[config.mk]
export PLATFORM = sky130hd
export DESIGN_NAME = system_config_regs
export DESIGN_NICKNAME = d
export VERILOG_FILES = /design/src/sysconf_pkg.sv /design/src/sysconf_sync.sv /design/src/system_config_regs.sv
export SDC_FILE = /design/constraint.sdc
export NUM_CORES = 1
export LEC_CHECK = 0
export ABC_AREA = 1
export BUFFER_PORTS_ARGS = -buffer_cell sky130_fd_sc_hd__buf_2
export CORE_ASPECT_RATIO = 1.4
export CORE_MARGIN = 5
export CORE_UTILIZATION = 48
export DETAILED_ROUTE_END_ITERATION = 8
export GPL_TIMING_DRIVEN = 0
export PLACE_DENSITY = 0.84
export SLEW_MARGIN = 20
export SYNTH_ARGS = -nofsm -noshare
export SYNTH_HDL_FRONTEND = slang
export SYNTH_SLANG_ARGS = --single-unit
[constraint.sdc]
create_clock -name MCLK -period 1.4 [get_ports MCLK]
set_input_delay 0 -clock MCLK [delete_from_list [all_inputs] [get_ports MCLK]]
set_output_delay 0 -clock MCLK [all_outputs]
set_load 0.03 [all_outputs]
[src/sysconf_pkg.sv]
// Constants for the system configuration register bank
`default_nettype none
package sysconf_pkg;

  // Register byte offsets
  localparam logic [7:0] OFS_REMAP      = 8'h00;
  localparam logic [7:0] OFS_PERIPH     = 8'h04;
  localparam logic [7:0] OFS_IRQ_0_3    = 8'h08;
  localparam logic [7:0] OFS_IRQ_4_7    = 8'h0C;
  localparam logic [7:0] OFS_IRQ_8_11   = 8'h10;
  localparam logic [7:0] OFS_IRQ_12_15  = 8'h14;
  localparam logic [7:0] OFS_COMP       = 8'h20;

  // Field positions
  localparam int         PHY_SEL_BIT    = 23;
  localparam int         COMP_EN_BIT    = 0;
  localparam int         COMP_RDY_BIT   = 8;
  localparam int         NIBBLE_W       = 4;
  localparam int         LINES_PER_REG  = 4;
  localparam int         IRQ_LINES      = 16;

  // Reset values
  localparam logic [31:0] RST_ZERO      = 32'h0000_0000;

  // Port select codes
  localparam logic [3:0] PORT_A_CODE    = 4'h0;
  localparam logic [3:0] PORT_LAST_CODE = 4'h8;

  // Compensation cell settle time, counted in cycles
  localparam int          COMP_SETTLE_CYC = 16;

  // Memory seen at address zero
  typedef enum logic [1:0] {
    MAP_MAIN_FLASH = 2'b00,
    MAP_SYS_FLASH  = 2'b01,
    MAP_SMC_BANK1  = 2'b10,
    MAP_SRAM1      = 2'b11
  } remap_t;

endpackage : sysconf_pkg
`default_nettype wire

[src/sysconf_sync.sv]
// Three-stage synchroniser with agreement on the last two stages
`timescale 1ns/100ps
`default_nettype none
module sysconf_sync #(
  parameter int W = 2
) (
  input  wire logic         clk,
  input  wire logic         rst_n,
  input  wire logic [W-1:0] din,
  output var  logic [W-1:0] dout
);
  logic [W-1:0] s1_q;
  logic [W-1:0] s2_q;
  logic [W-1:0] s3_q;

  // Shift chain; output follows only when stages two and three agree
  always_ff @(posedge clk or negedge rst_n) begin
    if (!rst_n) begin
      s1_q <= '0;
      s2_q <= '0;
      s3_q <= '0;
      dout <= '0;
    end else begin
      s1_q <= din;
      s2_q <= s1_q;
      s3_q <= s2_q;
      if (s2_q == s3_q) begin
        dout <= s3_q;
      end
    end
  end
endmodule : sysconf_sync
`default_nettype wire

[src/system_config_regs.sv]
// APB register bank for memory remap, PHY select and interrupt routing
`timescale 1ns/100ps
`default_nettype none
module system_config_regs #(
  parameter int COMP_SETTLE = sysconf_pkg::COMP_SETTLE_CYC
) (
  input  wire logic                MCLK,
  input  wire logic                RESET_N,
  input  wire logic                PSEL,
  input  wire logic                PENABLE,
  input  wire logic                PWRITE,
  input  wire logic [7:0]          PADDR,
  input  wire logic [31:0]         PWDATA,
  input  wire logic [3:0]          PSTRB,
  output var  logic [31:0]         PRDATA,
  output var  logic                PREADY,
  output var  logic                PSLVERR,
  input  wire logic [1:0]          BOOT_SEL,
  output var  sysconf_pkg::remap_t REMAP_SEL,
  output var  logic                PHY_RMII,
  output var  logic [63:0]         IRQ_SRC_SEL,
  output var  logic [15:0]         IRQ_LINE_VALID,
  output var  logic                COMP_ENABLE,
  input  wire logic                COMP_READY_IN
);
  import sysconf_pkg::*;

  // Refuse a settle count the 16-bit counter cannot hold
  if (COMP_SETTLE < 1 || COMP_SETTLE > 65535) begin : g_bad_settle
    $error("COMP_SETTLE out of range");
  end

  logic [1:0]  boot_sync;
  logic        comp_rdy_sync;
  logic        boot_loaded_q;
  logic [63:0] irq_sel_q;
  logic [15:0] settle_cnt_q;
  logic        comp_rdy_q;
  logic        access;
  logic        wr;
  logic        rd;
  logic        hit;
  logic [31:0] rdata_d;

  // Boot pins and analog ready flag come from outside the clock domain
  sysconf_sync #(.W(2)) u_boot_sync (
    .clk   (MCLK),
    .rst_n (RESET_N),
    .din   (BOOT_SEL),
    .dout  (boot_sync)
  );

  sysconf_sync #(.W(1)) u_rdy_sync (
    .clk   (MCLK),
    .rst_n (RESET_N),
    .din   (COMP_READY_IN),
    .dout  (comp_rdy_sync)
  );

  // Merge byte lanes of a write into an old value
  function automatic logic [31:0] merge(input logic [31:0] old, input logic [31:0] nw,
                                        input logic [3:0] strb);
    logic [31:0] r;
    r = old;
    for (int i = 0; i < 4; i++) begin
      if (strb[i]) begin
        r[i*8 +: 8] = nw[i*8 +: 8];
      end
    end
    return r;
  endfunction : merge

  // Valid when the port code exists for this line
  function automatic logic code_ok(input logic [3:0] code, input int line);
    if (line >= 12) begin
      return code < PORT_LAST_CODE;
    end
    return code <= PORT_LAST_CODE;
  endfunction : code_ok

  // APB decode; slave answers in the access cycle with no wait
  assign access = PSEL && PENABLE;
  assign wr     = access && PWRITE;
  assign rd     = access && !PWRITE;
  always_comb begin
    case (PADDR)
      OFS_REMAP, OFS_PERIPH, OFS_IRQ_0_3, OFS_IRQ_4_7,
      OFS_IRQ_8_11, OFS_IRQ_12_15, OFS_COMP: hit = 1'b1;
      default:                               hit = 1'b0;
    endcase
  end

  // Remap field: follows boot pins after reset until the first software write with lane 0 strobed, which overrides
  always_ff @(posedge MCLK or negedge RESET_N) begin
    if (!RESET_N) begin
      REMAP_SEL     <= MAP_MAIN_FLASH;
      boot_loaded_q <= 1'b0;
    end else if (wr && PADDR == OFS_REMAP && PSTRB[0]) begin
      REMAP_SEL     <= remap_t'(PWDATA[1:0]);
      boot_loaded_q <= 1'b1;
    end else if (!boot_loaded_q) begin
      REMAP_SEL     <= remap_t'(boot_sync);
    end
  end

  // Boot value settles once the synchroniser has filled
  logic [1:0] boot_wait_q;
  always_ff @(posedge MCLK or negedge RESET_N) begin
    if (!RESET_N) begin
      boot_wait_q <= 2'd0;
    end else if (boot_wait_q != 2'd3) begin
      boot_wait_q <= boot_wait_q + 2'd1;
    end
  end

  // PHY select bit
  always_ff @(posedge MCLK or negedge RESET_N) begin
    if (!RESET_N) begin
      PHY_RMII <= 1'b0;
    end else if (wr && PADDR == OFS_PERIPH && PSTRB[2]) begin
      PHY_RMII <= PWDATA[PHY_SEL_BIT];
    end
  end

  // Interrupt source nibbles, four lines per register
  always_ff @(posedge MCLK or negedge RESET_N) begin
    if (!RESET_N) begin
      irq_sel_q <= '0;
    end else if (wr) begin
      for (int r = 0; r < 4; r++) begin
        if (PADDR == OFS_IRQ_0_3 + 8'(r * 4)) begin
          irq_sel_q[r*16 +: 16] <= 16'(merge({16'h0000, irq_sel_q[r*16 +: 16]},
                                             PWDATA, PSTRB));
        end
      end
    end
  end

  // Routing outputs with validity per line
  always_ff @(posedge MCLK or negedge RESET_N) begin
    if (!RESET_N) begin
      IRQ_SRC_SEL    <= '0;
      IRQ_LINE_VALID <= '1;
    end else begin
      IRQ_SRC_SEL <= irq_sel_q;
      for (int l = 0; l < IRQ_LINES; l++) begin
        IRQ_LINE_VALID[l] <= code_ok(irq_sel_q[l*4 +: 4], l);
      end
    end
  end

  // Compensation cell enable
  always_ff @(posedge MCLK or negedge RESET_N) begin
    if (!RESET_N) begin
      COMP_ENABLE <= 1'b0;
    end else if (wr && PADDR == OFS_COMP && PSTRB[0]) begin
      COMP_ENABLE <= PWDATA[COMP_EN_BIT];
    end
  end

  // Ready flag after settle time and cell's own ready
  always_ff @(posedge MCLK or negedge RESET_N) begin
    if (!RESET_N) begin
      settle_cnt_q <= '0;
      comp_rdy_q   <= 1'b0;
    end else if (!COMP_ENABLE) begin
      settle_cnt_q <= '0;
      comp_rdy_q   <= 1'b0;
    end else begin
      if (settle_cnt_q != 16'(COMP_SETTLE)) begin
        settle_cnt_q <= settle_cnt_q + 16'd1;
      end
      comp_rdy_q <= (settle_cnt_q == 16'(COMP_SETTLE)) && comp_rdy_sync;
    end
  end

  // Read mux; reserved bits are zero
  always_comb begin
    rdata_d = RST_ZERO;
    case (PADDR)
      OFS_REMAP:     rdata_d[1:0] = REMAP_SEL;
      OFS_PERIPH:    rdata_d[PHY_SEL_BIT] = PHY_RMII;
      OFS_IRQ_0_3:   rdata_d[15:0] = irq_sel_q[15:0];
      OFS_IRQ_4_7:   rdata_d[15:0] = irq_sel_q[31:16];
      OFS_IRQ_8_11:  rdata_d[15:0] = irq_sel_q[47:32];
      OFS_IRQ_12_15: rdata_d[15:0] = irq_sel_q[63:48];
      OFS_COMP: begin
        rdata_d[COMP_EN_BIT]  = COMP_ENABLE;
        rdata_d[COMP_RDY_BIT] = comp_rdy_q;
      end
      default:       rdata_d = RST_ZERO;
    endcase
  end

  // APB answer registered: ready asserted in access phase after setup
  always_ff @(posedge MCLK or negedge RESET_N) begin
    if (!RESET_N) begin
      PREADY  <= 1'b0;
      PSLVERR <= 1'b0;
      PRDATA  <= '0;
    end else begin
      PREADY  <= PSEL && !PENABLE;
      PSLVERR <= PSEL && !PENABLE && !hit;
      PRDATA  <= (PSEL && !PENABLE && !PWRITE) ? rdata_d : RST_ZERO;
    end
  end

  // Assertions
  property p_remap_write;
    @(posedge MCLK) disable iff (!RESET_N)
      (wr && PREADY && PADDR == OFS_REMAP && PSTRB[0]) |=> (REMAP_SEL == $past(PWDATA[1:0]));
  endproperty
  a_remap_write: assert property (p_remap_write) else $error("remap write lost");

  property p_boot_follow;
    @(posedge MCLK) disable iff (!RESET_N)
      (!boot_loaded_q && !(wr && PADDR == OFS_REMAP)) |=> (REMAP_SEL == $past(boot_sync));
  endproperty
  a_boot_follow: assert property (p_boot_follow) else $error("boot value not loaded");

  property p_phy_write;
    @(posedge MCLK) disable iff (!RESET_N)
      (wr && PADDR == OFS_PERIPH && PSTRB[2]) |=> (PHY_RMII == $past(PWDATA[23]));
  endproperty
  a_phy_write: assert property (p_phy_write) else $error("phy select not stored");

  property p_irq_out;
    @(posedge MCLK) disable iff (!RESET_N)
      1'b1 |=> (IRQ_SRC_SEL == $past(irq_sel_q));
  endproperty
  a_irq_out: assert property (p_irq_out) else $error("irq routing stale");

  property p_irq0_write;
    @(posedge MCLK) disable iff (!RESET_N)
      (wr && PADDR == OFS_IRQ_0_3 && PSTRB == 4'hF) |=> ##1 (IRQ_SRC_SEL[15:0] == $past(PWDATA[15:0], 2));
  endproperty
  a_irq0_write: assert property (p_irq0_write) else $error("line 0-3 select wrong");

  property p_irq1_write;
    @(posedge MCLK) disable iff (!RESET_N)
      (wr && PADDR == OFS_IRQ_4_7 && PSTRB == 4'hF) |=> ##1 (IRQ_SRC_SEL[31:16] == $past(PWDATA[15:0], 2));
  endproperty
  a_irq1_write: assert property (p_irq1_write) else $error("line 4-7 select wrong");

  property p_line15_code8;
    @(posedge MCLK) disable iff (!RESET_N)
      (irq_sel_q[63:60] == PORT_LAST_CODE) |=> !IRQ_LINE_VALID[15];
  endproperty
  a_line15_code8: assert property (p_line15_code8) else $error("code 8 accepted on line 15");

  property p_reserved_zero;
    @(posedge MCLK) disable iff (!RESET_N)
      (rd && PREADY && PADDR == OFS_PERIPH) |-> (PRDATA[22:0] == 23'h0 && PRDATA[31:24] == 8'h00);
  endproperty
  a_reserved_zero: assert property (p_reserved_zero) else $error("reserved bits nonzero");

  property p_unmapped_err;
    @(posedge MCLK) disable iff (!RESET_N)
      (PSEL && !PENABLE && !hit) |=> (PREADY && PSLVERR);
  endproperty
  a_unmapped_err: assert property (p_unmapped_err) else $error("unmapped address not flagged");

  property p_remap_boot_hold;
    @(posedge MCLK) disable iff (!RESET_N)
      (boot_wait_q != 2'd3 && !boot_loaded_q) |-> (REMAP_SEL == MAP_MAIN_FLASH);
  endproperty
  a_remap_boot_hold: assert property (p_remap_boot_hold) else $error("remap left default early");

  property p_remap_keep;
    @(posedge MCLK) disable iff (!RESET_N)
      (wr && PADDR == OFS_REMAP && !PSTRB[0] && boot_loaded_q) |=> $stable(REMAP_SEL);
  endproperty
  a_remap_keep: assert property (p_remap_keep) else $error("remap changed without lane");

  property p_phy_keep;
    @(posedge MCLK) disable iff (!RESET_N)
      (wr && PADDR == OFS_PERIPH && !PSTRB[2]) |=> $stable(PHY_RMII);
  endproperty
  a_phy_keep: assert property (p_phy_keep) else $error("phy select changed without lane");

  property p_irq2_write;
    @(posedge MCLK) disable iff (!RESET_N)
      (wr && PADDR == OFS_IRQ_8_11 && PSTRB == 4'hF) |=> ##1 (IRQ_SRC_SEL[47:32] == $past(PWDATA[15:0], 2));
  endproperty
  a_irq2_write: assert property (p_irq2_write) else $error("line 8-11 select wrong");

  property p_irq3_write;
    @(posedge MCLK) disable iff (!RESET_N)
      (wr && PADDR == OFS_IRQ_12_15 && PSTRB == 4'hF) |=> ##1 (IRQ_SRC_SEL[63:48] == $past(PWDATA[15:0], 2));
  endproperty
  a_irq3_write: assert property (p_irq3_write) else $error("line 12-15 select wrong");

  property p_reserved_code;
    @(posedge MCLK) disable iff (!RESET_N)
      (irq_sel_q[51:48] > PORT_LAST_CODE) |=> !IRQ_LINE_VALID[12];
  endproperty
  a_reserved_code: assert property (p_reserved_code) else $error("reserved port code accepted");

  property p_unmapped_keep;
    @(posedge MCLK) disable iff (!RESET_N)
      (PSEL && PENABLE && PWRITE && !hit) |=> ($stable(irq_sel_q) && $stable(PHY_RMII) && $stable(COMP_ENABLE));
  endproperty
  a_unmapped_keep: assert property (p_unmapped_keep) else $error("unmapped write changed state");

  property p_comp_write;
    @(posedge MCLK) disable iff (!RESET_N)
      (wr && PADDR == OFS_COMP && PSTRB[0]) |=> (COMP_ENABLE == $past(PWDATA[COMP_EN_BIT]));
  endproperty
  a_comp_write: assert property (p_comp_write) else $error("compensation enable not stored");

  property p_ready_pulse;
    @(posedge MCLK) disable iff (!RESET_N)
      PREADY |=> !PREADY;
  endproperty
  a_ready_pulse: assert property (p_ready_pulse) else $error("ready held too long");

  property p_rdata_idle;
    @(posedge MCLK) disable iff (!RESET_N)
      !PREADY |-> (PRDATA == RST_ZERO);
  endproperty
  a_rdata_idle: assert property (p_rdata_idle) else $error("read data outside answer");

  c_remap_sram: cover property (@(posedge MCLK) REMAP_SEL == MAP_SRAM1);
  c_rmii:       cover property (@(posedge MCLK) PHY_RMII);
  c_port_i:     cover property (@(posedge MCLK) IRQ_SRC_SEL[3:0] == PORT_LAST_CODE);
  c_comp_rdy:   cover property (@(posedge MCLK) comp_rdy_q);
  c_unmapped:   cover property (@(posedge MCLK) PREADY && PSLVERR);
endmodule : system_config_regs
`default_nettype wire

==> run metrics <==
starting density of the core 48.4%; PD cells 1290 nW/um^2; Die Ht 158 um; met1 usage 24.1%; number of distinct library cells after synthesis 35; antenna viol nets, final 0; Ant. Diodes 0; Final Slew Violations 0; multi-input combinational cell area 2230 sq um; Via Count 5,779; GRT busiest layer met2; Die X 116 um; Fmax 711 MHz; most instantiated cells after synthesis 185 x nand2_1, 181 x dfrtp_1, 65 x inv_1; minimum clock period 1410 ps; Crit Path Class reg2reg; crit path max fanout 5; Fill cells 1,183; post-synthesis average cell area 10.3 sq um; ys async rst share 100%; largest net degree at the start of global routing 72; Hold Crit Class in2async; outcome finished, violations left; Total Nets Final 987; met2 Usage GRT 37.3%; H-tree levels 4; # rows 54; Synth top area share 60.5%; Routability Congestion 0.915; VDD IR max 0.817 mV; ranking of synthesized cells by area dfrtp_1 60%, nand2_1 9.3%, dfstp_2 5.6%; initial antenna violation count 0; first-pass GRT wire length 29,400 um; Core Region 15,500 sq um; final hold violation count 0; CP Capture Type flip-flop; FF+latch count, synth 197; sequential area share after synthesis 66.1%; total congestion overflow 0; worst clock skew 8.62 ps; Routed WL 18,900 um; most frequent cell after synthesis nand2_1; fin area 9570 sq um; CTS tree built; CTS sink cnt 197; slew margin rel. 64.8%; Top FF cell, synth dfrtp_1; fin cells 1,142; failing checks negative setup slack; critical path arrival 1720 ps; I/O pins 170; Syn. warnings 0; Setup-failing EPs final 1; drt first pass iters 5; IO buf count 138; Reg area 4950 sq um; number of DRC markers in iteration 0 526; type of origin of the critical path flip-flop; hold slack 82.2 ps; Via density 5.06; total CTS buffers 17; Total GRT Usage 20.8%; met3 Resource Use GR 3.63%; clk_lat worst skew 420 ps; number of global-route vias before repair 5,841; # DRC 0; Slew @ Worst Pin 523 ps; synthesized area 7490 sq um; area of the die 18,200 sq um; Leak 5.10 nW; Max clock buf depth 2; Worst Path Required 1710 ps; placed cells 1,077; cell accounting for the most synthesized area dfrtp_1; layout cell share with drive strength beyond 1 29.9%; Post-synth EDFFs 0; worst slack at placement -214 ps; Mapped Cells 727; period utilization 100%; dpl hpwl 13,400 um; Final Worst Setup Slack -6.87 ps; Worst-path clk slew 70 ps; Area after DPL 8550 sq um; Syn-to-layout area delta 27.8%; root buf cell clkbuf_16; routed len/inst 16.5 um; Max Cap Viol 0; unrepaired setup endpoints after global routing yes
-- sequential cells by signal (all words and copies together), names as in the netlist, 16 cells and up --
signal	count
IRQ_SRC_SEL	64
irq_sel_q	64
PRDATA	17
IRQ_LINE_VALID	16
settle_cnt_q	16
-- layout by cell type, fill, tap and decap left out, types with 4 or more instances in the layout --
cell           synthesis  layout
a21oi_1                9       9
buf_2                  6     143
buf_4                 19      28
clkbuf_16              0      17
conb_1                 1      15
dfrtp_1              181     177
dfrtp_2                0       4
dfstp_2               16      16
dlygate4sd3_1          0      25
inv_1                 65      63
inv_8                  0       5
nand2_1              185     182
nand2_2               12      15
nand3_1               28      26
nand4_1                7       7
nor2_1                54      47
nor2_2                14      18
nor2_4                 3       6
nor3_1                 8       7
o21ai_0               40      39
o21ai_1               41      42
o31ai_1               12      12
-- layer usage --
metal	part of all wire, %	vias to the layer above
li1	-	2693
met1	35	2762
met2	53	269
met3	7.6	55
met4	4.0	0
met5	0	-
-- stage by stage --
stage | util [%] | total power [mW] | setup TNS, ps
2_1_floorplan | - | 6.72 | 0
3_3_place_gp | 54.8 | 7.04 | -496940
3_5_place_dp | 55.2 | 7.12 | -621
4_1_cts | 61.1 | 12.1 | -8.26
5_1_grt | 61.9 | 12.8 | -324
6_report | 61.9 | 12.4 | -6.87
-- kinds of logic after synthesis --
family | after synthesis | share of synthesized area, %
adder cells (fa/ha/maj) | 3 | 0.468
AO/OA/AOI/OAI | 106 | 7.62
flip-flops | 197 | 66.1
buffers and inverters | 96 | 6.16
AND/OR/NAND/NOR | 322 | 19.4
other | 1 | 0.0501
XOR/XNOR | 2 | 0.234
-- critical path, cell delays in order, from the launching register on --
cell,delay [ps]
dfrtp_1,430
ha_4,180
nand3_4,100
nor2_4,150
nand3_4,120
nor2_4,160
nand2_2,70
nand2_2,50
nor2_1,40
-- path summary, 6_finish.rpt --
check,start,endpoint,slack (ps),cells after the start
max in group asynchronous,RESET_N,IRQ_LINE_VALID[4]$_DFF_PN1_,570,3
max reg2reg,settle_cnt_q[0]$_DFFE_PN0P_,settle_cnt_q[14]$_DFFE_PN0P_,-7,8
min,RESET_N,IRQ_SRC_SEL[31]$_DFF_PN0_,80,2
max,settle_cnt_q[0]$_DFFE_PN0P_,settle_cnt_q[14]$_DFFE_PN0P_,-7,8
min in group MCLK,PADDR[2],PRDATA[23]$_DFF_PN0_,90,5
min reg2reg,u_rdy_sync.s1_q$_DFF_PN0_,u_rdy_sync.s2_q$_DFF_PN0_,350,0
-- report_power, final --
group | internal [mW] | switching, mW
Clock | 2.72 | 2.25
Combinational | 0.487 | 0.824
Sequential | 5.88 | 0.210
Total | 9.09 | 3.29
-- area by class of cell --
type | instances | share of cell area (%)
clock buffer | 17 | 4.44
timing repair buffer | 174 | 11.2
multi-input combinational | 448 | 23.3
sequential | 197 | 51.8
clock inverter | 15 | 1.92
inverter | 66 | 2.59
tap | 196 | 2.56
buffer | 29 | 2.21
-- repair_timing --
item | CTS | global route
pin swaps | 1 | 6
gates resized for setup | 8 | 23
hold buffers | 25 | 0
setup endpoints to repair | 10 | 13
endpoints found under the hold margin | 255 | 0
buffers inserted | 2 | 7
No activity file was read; power rests on OpenSTA's default activity.
